===== config.mk =====
export PLATFORM = sky130hd
export DESIGN_NAME = csfbs_top
export DESIGN_NICKNAME = d
export VERILOG_FILES = /design/src/inc/csfbs_pkg.sv /design/src/logic/csfbs_bank_file.sv /design/src/logic/csfbs_top.sv
export SDC_FILE = /design/constraint.sdc
export NUM_CORES = 1
export LEC_CHECK = 0
export ABC_AREA = 1
export BUFFER_PORTS_ARGS = -buffer_cell sky130_fd_sc_hd__buf_2
export CORE_ASPECT_RATIO = 1.25
export CORE_MARGIN = 2
export CORE_UTILIZATION = 53
export DETAILED_ROUTE_END_ITERATION = 10
export PLACE_DENSITY = 0.8
export SLEW_MARGIN = 40
export SYNTH_ARGS = -nofsm -noshare
export SYNTH_HDL_FRONTEND = slang
export SYNTH_SLANG_ARGS = --single-unit

===== constraint.sdc =====
create_clock -name MCLK -period 1.4 [get_ports MCLK]
set_clock_uncertainty 0.05 [all_clocks]
set_input_delay 0.21 -clock MCLK [delete_from_list [all_inputs] [get_ports MCLK]]
set_output_delay 0.21 -clock MCLK [all_outputs]
set_load 0.02 [all_outputs]

===== src/inc/csfbs_pkg.sv =====
// constants for the cpu state flag word and banked register set
`default_nettype none
package csfbs_pkg;
  // ------------------------------------------------------------
  // flag word layout
  // ------------------------------------------------------------
  localparam int FLAG_W = 11;
  localparam int FLAG_C = 0;
  localparam int FLAG_D = 1;
  localparam int FLAG_Z = 2;
  localparam int FLAG_S = 3;
  localparam int FLAG_B = 4;
  localparam int FLAG_O = 5;
  localparam logic [FLAG_W-1:0] FLAG_RESET = 11'h000;
  // bits of the update mask that the execution logic supplies
  localparam int UPD_W = 4;
  localparam int UPD_C = 0;
  localparam int UPD_Z = 1;
  localparam int UPD_S = 2;
  localparam int UPD_O = 3;
  // ------------------------------------------------------------
  // banked registers
  // ------------------------------------------------------------
  localparam int DATA_W = 16;
  localparam int NUM_BANKS = 2;
  localparam int BANK_REGS = 7;
  localparam int IDX_W = 3;
  localparam logic [IDX_W-1:0] IDX_DATA_REG_ZERO = 3'h0;
  localparam logic [IDX_W-1:0] IDX_DATA_REG_ONE = 3'h1;
  localparam logic [IDX_W-1:0] IDX_DATA_REG_TWO = 3'h2;
  localparam logic [IDX_W-1:0] IDX_DATA_REG_THREE = 3'h3;
  localparam logic [IDX_W-1:0] IDX_ADDR_REG_ZERO = 3'h4;
  localparam logic [IDX_W-1:0] IDX_ADDR_REG_ONE = 3'h5;
  localparam logic [IDX_W-1:0] IDX_FRAME_BASE_POINTER = 3'h6;
  // ------------------------------------------------------------
  // register map
  // ------------------------------------------------------------
  localparam int ADDR_W = 8;
  localparam logic [ADDR_W-1:0] OFS_CPU_STATE_FLAGS = 8'h00;
  localparam logic [ADDR_W-1:0] OFS_LAST_RESULT = 8'h04;
  localparam logic [1:0] RESP_OKAY = 2'h0;
  localparam logic [1:0] RESP_SLVERR = 2'h2;
endpackage
`default_nettype wire


===== src/logic/csfbs_bank_file.sv =====
// two whole banks of data, address and frame base registers
`timescale 1ns/1ns
`default_nettype none
module csfbs_bank_file #(
  parameter int DATA_W = 16,
  parameter int NUM_BANKS = 2,
  parameter int BANK_REGS = 7,
  parameter int IDX_W = 3
) (
  // clock and reset
  input wire logic clk,
  input wire logic arst_n,
  // bank choice
  input wire logic bank_sel,
  // write port
  input wire logic wr_en,
  input wire logic [IDX_W-1:0] wr_idx,
  input wire logic [DATA_W-1:0] wr_data,
  // read port
  input wire logic [IDX_W-1:0] rd_idx,
  output logic [DATA_W-1:0] rd_data
);
  // ------------------------------------------------------------
  // storage
  // ------------------------------------------------------------
  logic [DATA_W-1:0] regs_reg [NUM_BANKS][BANK_REGS];
  logic [DATA_W-1:0] rd_data_reg;

  always_ff @(posedge clk or negedge arst_n)
  begin
    if (!arst_n)
    begin
      for (int b = 0; b < NUM_BANKS; b++)
      begin
        for (int i = 0; i < BANK_REGS; i++)
        begin
          regs_reg[b][i] <= '0;
        end
      end
    end
    else if (wr_en && (int'(wr_idx) < BANK_REGS))
    begin
      regs_reg[bank_sel][wr_idx] <= wr_data;
    end
  end

  // indices past the last register read as zero
  always_ff @(posedge clk or negedge arst_n)
  begin
    if (!arst_n)
    begin
      rd_data_reg <= '0;
    end
    else if (int'(rd_idx) < BANK_REGS)
    begin
      rd_data_reg <= regs_reg[bank_sel][rd_idx];
    end
    else
    begin
      rd_data_reg <= '0;
    end
  end

  assign rd_data = rd_data_reg;

  // ------------------------------------------------------------
  // checks
  // ------------------------------------------------------------
  bank_readback_a: assert property (
    @(posedge clk) disable iff (!arst_n)
    (wr_en && (int'(wr_idx) < BANK_REGS))
      ##1 (!wr_en && rd_idx == $past(wr_idx) && bank_sel == $past(bank_sel))
      |=> rd_data == $past(wr_data, 2))
    else $error("banked register did not read back its written value");
endmodule
`default_nettype wire


===== src/logic/csfbs_top.sv =====
// cpu state flag word with register bank select and axi4-lite access
//
// Added by the designer: the AXI4-Lite slave port and the register offsets.
`timescale 1ns/1ns
`default_nettype none
// Function
// - flag word is eleven bits wide
// - carry keeps alu carry, borrow or shift-out
// - zero flag set for a zero result
// - sign flag follows result msb
// - bank flag picks register bank zero or one
// - overflow flag set on signed overflow
// - bank holds four data, two address, frame base
// - exactly two whole banked register sets
module csfbs_top (
  // clock and reset
  input wire logic MCLK,
  input wire logic ARST_N,
  // axi4-lite write address
  input wire logic S_AXI_AWVALID,
  output logic S_AXI_AWREADY,
  input wire logic [csfbs_pkg::ADDR_W-1:0] S_AXI_AWADDR,
  input wire logic [2:0] S_AXI_AWPROT,
  // axi4-lite write data
  input wire logic S_AXI_WVALID,
  output logic S_AXI_WREADY,
  input wire logic [31:0] S_AXI_WDATA,
  input wire logic [3:0] S_AXI_WSTRB,
  // axi4-lite write response
  output logic S_AXI_BVALID,
  input wire logic S_AXI_BREADY,
  output logic [1:0] S_AXI_BRESP,
  // axi4-lite read address
  input wire logic S_AXI_ARVALID,
  output logic S_AXI_ARREADY,
  input wire logic [csfbs_pkg::ADDR_W-1:0] S_AXI_ARADDR,
  input wire logic [2:0] S_AXI_ARPROT,
  // axi4-lite read data
  output logic S_AXI_RVALID,
  input wire logic S_AXI_RREADY,
  output logic [31:0] S_AXI_RDATA,
  output logic [1:0] S_AXI_RRESP,
  // execution write-back
  input wire logic EXE_WB,
  input wire logic [csfbs_pkg::DATA_W-1:0] EXE_RESULT,
  input wire logic EXE_CARRY,
  input wire logic EXE_OVERFLOW,
  input wire logic [csfbs_pkg::UPD_W-1:0] EXE_FLAG_UPD,
  input wire logic EXE_DEST_WR,
  input wire logic [csfbs_pkg::IDX_W-1:0] EXE_DEST_IDX,
  // operand read
  input wire logic [csfbs_pkg::IDX_W-1:0] REG_RD_IDX,
  output logic [csfbs_pkg::DATA_W-1:0] REG_RD_DATA,
  // state
  output logic [csfbs_pkg::FLAG_W-1:0] CPU_STATE_FLAGS,
  output logic BANK_SEL
);
  // ------------------------------------------------------------
  // declarations
  // ------------------------------------------------------------
  logic [csfbs_pkg::FLAG_W-1:0] flags_reg;
  logic [csfbs_pkg::FLAG_W-1:0] flags_next;
  logic [csfbs_pkg::DATA_W-1:0] result_reg;
  logic aw_held_reg;
  logic [csfbs_pkg::ADDR_W-1:0] aw_addr_reg;
  logic w_held_reg;
  logic [31:0] w_data_reg;
  logic [3:0] w_strb_reg;
  logic bvalid_reg;
  logic [1:0] bresp_reg;
  logic rvalid_reg;
  logic [31:0] rdata_reg;
  logic [1:0] rresp_reg;
  logic do_write;
  logic sw_flag_wr;
  logic [csfbs_pkg::ADDR_W-1:0] wr_word;
  logic [csfbs_pkg::ADDR_W-1:0] rd_word;

  assign wr_word = {aw_addr_reg[csfbs_pkg::ADDR_W-1:2], 2'h0};
  assign rd_word = {S_AXI_ARADDR[csfbs_pkg::ADDR_W-1:2], 2'h0};
  assign do_write = aw_held_reg && w_held_reg && !bvalid_reg;
  assign sw_flag_wr = do_write && (wr_word == csfbs_pkg::OFS_CPU_STATE_FLAGS);

  // ------------------------------------------------------------
  // flag word
  // ------------------------------------------------------------
  // the debug flag is stored as written; keeping it clear is up to software
  always_comb
  begin
    flags_next = flags_reg;
    if (sw_flag_wr && w_strb_reg[0])
      flags_next[7:0] = w_data_reg[7:0];
    if (sw_flag_wr && w_strb_reg[1])
      flags_next[csfbs_pkg::FLAG_W-1:8] = w_data_reg[csfbs_pkg::FLAG_W-1:8];
    // core write-back overrides a software write landing in the same cycle, for the flag bits its update mask selects
    if (EXE_WB && EXE_FLAG_UPD[csfbs_pkg::UPD_C])
      flags_next[csfbs_pkg::FLAG_C] = EXE_CARRY;
    if (EXE_WB && EXE_FLAG_UPD[csfbs_pkg::UPD_Z])
      flags_next[csfbs_pkg::FLAG_Z] = (EXE_RESULT == '0);
    if (EXE_WB && EXE_FLAG_UPD[csfbs_pkg::UPD_S])
      flags_next[csfbs_pkg::FLAG_S] = EXE_RESULT[csfbs_pkg::DATA_W-1];
    if (EXE_WB && EXE_FLAG_UPD[csfbs_pkg::UPD_O])
      flags_next[csfbs_pkg::FLAG_O] = EXE_OVERFLOW;
  end

  always_ff @(posedge MCLK or negedge ARST_N)
  begin
    if (!ARST_N)
    begin
      flags_reg <= csfbs_pkg::FLAG_RESET;
    end
    else
    begin
      flags_reg <= flags_next;
    end
  end

  always_ff @(posedge MCLK or negedge ARST_N)
  begin
    if (!ARST_N)
    begin
      result_reg <= '0;
    end
    else if (EXE_WB)
    begin
      result_reg <= EXE_RESULT;
    end
  end

  assign CPU_STATE_FLAGS = flags_reg;
  assign BANK_SEL = flags_reg[csfbs_pkg::FLAG_B];

  // ------------------------------------------------------------
  // banked registers
  // ------------------------------------------------------------
  // result and flags are written back on the same edge
  csfbs_bank_file #(
    .DATA_W(csfbs_pkg::DATA_W),
    .NUM_BANKS(csfbs_pkg::NUM_BANKS),
    .BANK_REGS(csfbs_pkg::BANK_REGS),
    .IDX_W(csfbs_pkg::IDX_W)
  ) u_bank_file (
    .clk(MCLK),
    .arst_n(ARST_N),
    .bank_sel(flags_reg[csfbs_pkg::FLAG_B]),
    .wr_en(EXE_WB && EXE_DEST_WR),
    .wr_idx(EXE_DEST_IDX),
    .wr_data(EXE_RESULT),
    .rd_idx(REG_RD_IDX),
    .rd_data(REG_RD_DATA)
  );

  // ------------------------------------------------------------
  // axi4-lite write side
  // ------------------------------------------------------------
  always_ff @(posedge MCLK or negedge ARST_N)
  begin
    if (!ARST_N)
    begin
      aw_held_reg <= 1'b0;
      aw_addr_reg <= '0;
    end
    else if (S_AXI_AWVALID && !aw_held_reg)
    begin
      aw_held_reg <= 1'b1;
      aw_addr_reg <= S_AXI_AWADDR;
    end
    else if (do_write)
    begin
      aw_held_reg <= 1'b0;
    end
  end

  always_ff @(posedge MCLK or negedge ARST_N)
  begin
    if (!ARST_N)
    begin
      w_held_reg <= 1'b0;
      w_data_reg <= '0;
      w_strb_reg <= '0;
    end
    else if (S_AXI_WVALID && !w_held_reg)
    begin
      w_held_reg <= 1'b1;
      w_data_reg <= S_AXI_WDATA;
      w_strb_reg <= S_AXI_WSTRB;
    end
    else if (do_write)
    begin
      w_held_reg <= 1'b0;
    end
  end

  always_ff @(posedge MCLK or negedge ARST_N)
  begin
    if (!ARST_N)
    begin
      bvalid_reg <= 1'b0;
      bresp_reg <= csfbs_pkg::RESP_OKAY;
    end
    else if (do_write)
    begin
      bvalid_reg <= 1'b1;
      if (wr_word == csfbs_pkg::OFS_CPU_STATE_FLAGS)
      begin
        bresp_reg <= csfbs_pkg::RESP_OKAY;
      end
      else
      begin
        bresp_reg <= csfbs_pkg::RESP_SLVERR;
      end
    end
    else if (S_AXI_BREADY)
    begin
      bvalid_reg <= 1'b0;
    end
  end

  assign S_AXI_AWREADY = !aw_held_reg;
  assign S_AXI_WREADY = !w_held_reg;
  assign S_AXI_BVALID = bvalid_reg;
  assign S_AXI_BRESP = bresp_reg;

  // ------------------------------------------------------------
  // axi4-lite read side
  // ------------------------------------------------------------
  always_ff @(posedge MCLK or negedge ARST_N)
  begin
    if (!ARST_N)
    begin
      rvalid_reg <= 1'b0;
      rdata_reg <= '0;
      rresp_reg <= csfbs_pkg::RESP_OKAY;
    end
    else if (S_AXI_ARVALID && !rvalid_reg)
    begin
      rvalid_reg <= 1'b1;
      if (rd_word == csfbs_pkg::OFS_CPU_STATE_FLAGS)
      begin
        rdata_reg <= {21'h000000, flags_reg};
        rresp_reg <= csfbs_pkg::RESP_OKAY;
      end
      else if (rd_word == csfbs_pkg::OFS_LAST_RESULT)
      begin
        rdata_reg <= {16'h0000, result_reg};
        rresp_reg <= csfbs_pkg::RESP_OKAY;
      end
      else
      begin
        rdata_reg <= '0;
        rresp_reg <= csfbs_pkg::RESP_SLVERR;
      end
    end
    else if (S_AXI_RREADY)
    begin
      rvalid_reg <= 1'b0;
    end
  end

  assign S_AXI_ARREADY = !rvalid_reg;
  assign S_AXI_RVALID = rvalid_reg;
  assign S_AXI_RDATA = rdata_reg;
  assign S_AXI_RRESP = rresp_reg;

  // ------------------------------------------------------------
  // checks
  // ------------------------------------------------------------
  flag_sw_write_a: assert property (
    @(posedge MCLK) disable iff (!ARST_N)
    (sw_flag_wr && w_strb_reg[1:0] == 2'h3 && !EXE_WB)
      |=> CPU_STATE_FLAGS == $past(w_data_reg[10:0]))
    else $error("flag word did not take the software write");
  carry_capture_a: assert property (
    @(posedge MCLK) disable iff (!ARST_N)
    (EXE_WB && EXE_FLAG_UPD[0]) |=> CPU_STATE_FLAGS[0] == $past(EXE_CARRY))
    else $error("carry flag missed the alu carry");
  zero_flag_a: assert property (
    @(posedge MCLK) disable iff (!ARST_N)
    (EXE_WB && EXE_FLAG_UPD[1]) |=> CPU_STATE_FLAGS[2] == ($past(EXE_RESULT) == 16'h0000))
    else $error("zero flag wrong for result");
  sign_flag_a: assert property (
    @(posedge MCLK) disable iff (!ARST_N)
    (EXE_WB && EXE_FLAG_UPD[2]) |=> CPU_STATE_FLAGS[3] == $past(EXE_RESULT[15]))
    else $error("sign flag does not follow result msb");
  overflow_flag_a: assert property (
    @(posedge MCLK) disable iff (!ARST_N)
    (EXE_WB && EXE_FLAG_UPD[3]) |=> CPU_STATE_FLAGS[5] == $past(EXE_OVERFLOW))
    else $error("overflow flag missed the alu overflow");
  bank_select_a: assert property (
    @(posedge MCLK) disable iff (!ARST_N)
    (sw_flag_wr && w_strb_reg[0] && !EXE_WB) |=> BANK_SEL == $past(w_data_reg[4]))
    else $error("bank select did not follow the flag write");
  flags_hold_a: assert property (
    @(posedge MCLK) disable iff (!ARST_N)
    (!sw_flag_wr && !(EXE_WB && EXE_FLAG_UPD != 4'h0)) |=> $stable(CPU_STATE_FLAGS))
    else $error("flag word changed without a cause");
endmodule
`default_nettype wire


==> summary.md <==
| Metric | Value |
|---|---|
| Outcome | finished, violations left |
| Failing checks | setup timing |
| DRC viols | 0 |
| Maximum buffer depth of the clock tree | 3 |
| Setup TNS Final | -41.02 ns |
| Top sig layer | met4 |
| Post-synth top area share | 0.531 |
| CTS tree | yes |
| FP Rows | 67 |
| Most frequent cells in the layout | nand2_1 (408), dfrtp_1 (307), inv_1 (126), nor2_1 (122), buf_2 (106) |
| Syn. warnings | 0 |
| CP delay by family, top | flip-flops |
| Kind of critical path | flip-flop to flip-flop |
| Global-route wire length before repair | 66000 µm |
| DP HPWL | 23900 µm |
| Count of cell types in the netlist | 31 |
| Synth-to-Final Area Change | 28.0% |
| Die Ht | 189 µm |
| Startpoint types | flip-flop |
| Nets | 1992 |
| PnR worst setup slack | -0.363 ns |
| Maximum vdd drop | 1.14 mV |
| Max Slew Vio Count | 0 |
| Ant diodes | 0 |
| DR WL met2 | 22600 µm |
| Max incr delay on CP | 0.52 ns |
| Post-synth top area cell | dfrtp_1 |
| Width of the die | 152 µm |
| IO Pins | 164 |
| Worst min-delay path class | input pin to flip-flop |
| Number of port buffers | 112 |
| RSZ-0062 raised after global routing | yes |
| DP Area | 15800 µm² |
| Critical path arrival | 2.17 ns |
| Maxcap violations | 0 |
| Largest net degree at the start of global routing | 60 |
| Largest register FFs | 224 |
| Largest cells by area after synthesis | dfrtp_1 (53%), nand2_1 (12%), o21ai_2 (4.1%), o21ai_0 (3.9%), nor2_1 (3.6%) |
| Clock Root Buffer | clkbuf_16 |
| TritonCTS Buffers | 30 |
| Sequential fraction of the synthesis area | 0.531 |
| Total design power | 31.7 mW |
| Max_slew headroom | 0.554 |
| Max frequency | 0.567 GHz |
| Final Hold Fails | 0 |
| Peak fanout along the critical path | 10 |
| Compound-Gate Fraction of Synth Area | 0.151 |
| DRT Wirelength | 45400 µm |
| Slew @ Worst Pin | 0.669 ns |
| Critical Path RT | 1.81 ns |
| Detail Route Antenna Nets | 0 |
| Tcrit/Tclk final | 1.26 |
| Cell area after layout | 18600 µm² |
| Synthesized area per cell | 8.60 µm² |
| Fin util | 0.691 |
| Drt wl/cell | 20.0 µm |
| Starting Density | 0.540 |
| PD cells | 1700 nW/µm² |
| H-tree Lvls | 1 |
| GRT overflow | 0 |
| First-iteration detailed-routing DRC count | 1491 |
| Clock sinks | 308 |
| Leakage | 8.90 nW |
| Min Hold Slack | 0.0194 ns |
| Synthesized area | 14500 µm² |
| Met3 wire length | 4000 µm |
| Cells after synthesis | 1688 |
| Synth Area in Adders | 0 |
| Clock Pin Slew Worst Setup and Hold Paths | 0.07 ns |
| Avg Vias per Cell | 5.90 |
| CP most frequent cell | nand3_1 |
| Die area | 28700 µm² |
| Layout cells sized above 1 | 0.275 |
| Simple-gate portion of the synthesized area | 0.209 |
| Latest clock arrival within the worst-skew pair | 0.57 ns |
| CP max-delay cell | dfrtp_4 |
| Tmin final | 1.76 ns |
| Placed Cells | 2119 |
| Vias post-DR | 13400 |
| All-Layer GR Usage | 0.280 |
| M1 WL | 16200 µm |
| Post-synthesis mux area share | 0.0140 |
| Main combinational cell family by area after synthesis | simple AND/OR/NAND/NOR gates |
| WP buf/inv | 2 |
| Final setup viols | 266 |
| Post-Synth XOR/XNOR Area | 0 |
| Fin cells | 2266 |
| Layout fillers | 1733 |
| Initial antenna violation count | 0 |
| Setup Slack @ Placement | -0.175 ns |
| Vias in the first global route | 12700 |
| Core Area | 26900 µm² |
| RePlAce Congestion | 0.885 |
| Cells along the critical path | buf_4 > bufbuf_16 > o21ai_1 > nand3_1 > nand3_1 > nand2_1 |
| Most common cell after layout, fill and taps aside | nand2_1 |
| Endpoint class of the critical path | flip-flop |
| DRT Pass-1 Iters | 6 |
| Synth Register Bits | 308 |
path summary, 6_finish.rpt:
check	to	depth (start not counted)	startpoint	slack [ns]
setup / recovery	u_bank_file.rd_data[6]$_DFF_PN0_	6	CPU_STATE_FLAGS[4]$_DFFE_PN0P_	-0.36
hold / removal	CPU_STATE_FLAGS[2]$_DFFE_PN0P_	4	EXE_FLAG_UPD[1]	0.02
setup reg to reg	u_bank_file.rd_data[6]$_DFF_PN0_	6	CPU_STATE_FLAGS[4]$_DFFE_PN0P_	-0.36
hold reg to reg	u_bank_file.regs_reg[7]$_DFFE_PN0P_	2	u_bank_file.regs_reg[7]$_DFFE_PN0P_	0.43
max in group asynchronous	u_bank_file.regs_reg[219]$_DFFE_PN0P_	3	ARST_N	0.59
min in group asynchronous	aw_addr_reg[3]$_DFFE_PN0P_	2	ARST_N	0.08
tightest hold or removal path, delay by kind of cell:
| family | cells | cell delay [ns] |
|---|---|---|
| simple gates | 3 | 0.28 |
| buf+inv | 1 | 0.09 |
layout make-up:
| cell class | instances | area (µm²) | share of cell area |
|---|---|---|---|
| clock buffers | 45 | 917 | 0.0494 |
| clock inverters | 11 | 116 | 0.00626 |
| inverters | 133 | 519 | 0.0279 |
| multi-input cells | 1146 | 6230 | 0.335 |
| flip-flops and latches | 308 | 7710 | 0.415 |
| well taps | 345 | 432 | 0.0232 |
| repair buffers | 278 | 2660 | 0.143 |
report_power, final:
group | switching, mW | internal (mW)
logic | 6.03 | 4.38
registers | 1.60 | 11.3
clock network | 3.53 | 4.88
cell families (layout without fill, tap and decap cells):
kind of cell | count (synthesis) | count (layout)
muxes | 18 | 18
and+or+nand+nor | 734 | 746
other | 1 | 18
buffers and inverters | 263 | 467
DFF | 308 | 308
AOI/OAI and AO/OA | 364 | 364
Yosys cell counts:
cell / number
nand2_1: 472
dfrtp_1: 308
nor2_1: 140
inv_1: 130
o21ai_0: 114
o21ai_1: 97
nand3_1: 86
o21ai_2: 68
a21oi_1: 41
buf_4: 37
clkbuf_1: 30
buf_6: 29
buf_2: 24
mux2_2: 18
o211ai_1: 16
o21a_1: 16
nand4_1: 15
buf_1: 10
nand2_4: 10
a21oi_2: 8
a31oi_1: 4
nor2_4: 3
nor3_1: 3
nor2_2: 2
conb_1: 1
inv_2: 1
inv_4: 1
inv_6: 1
nand3_2: 1
nand3_4: 1
nor3_2: 1
per-layer routing:
layer,track usage,up-vias
li1,-,5837
met1,0.356,6437
met2,0.486,885
met3,0.0396,214
met4,0.113,0
met5,0,-
timing repair:
| action | CTS | global route |
|---|---|---|
| endpoints found under the setup margin | 257 | 291 |
| cloned | 9 | 15 |
| pin swaps | 8 | 24 |
| setup buffers | 10 | 5 |
| hold buffers | 51 | 1 |
| endpoints found under the hold margin | 379 | 3 |
| resized for setup | 45 | 159 |
Note: power is estimated with default switching activity, not from simulation.
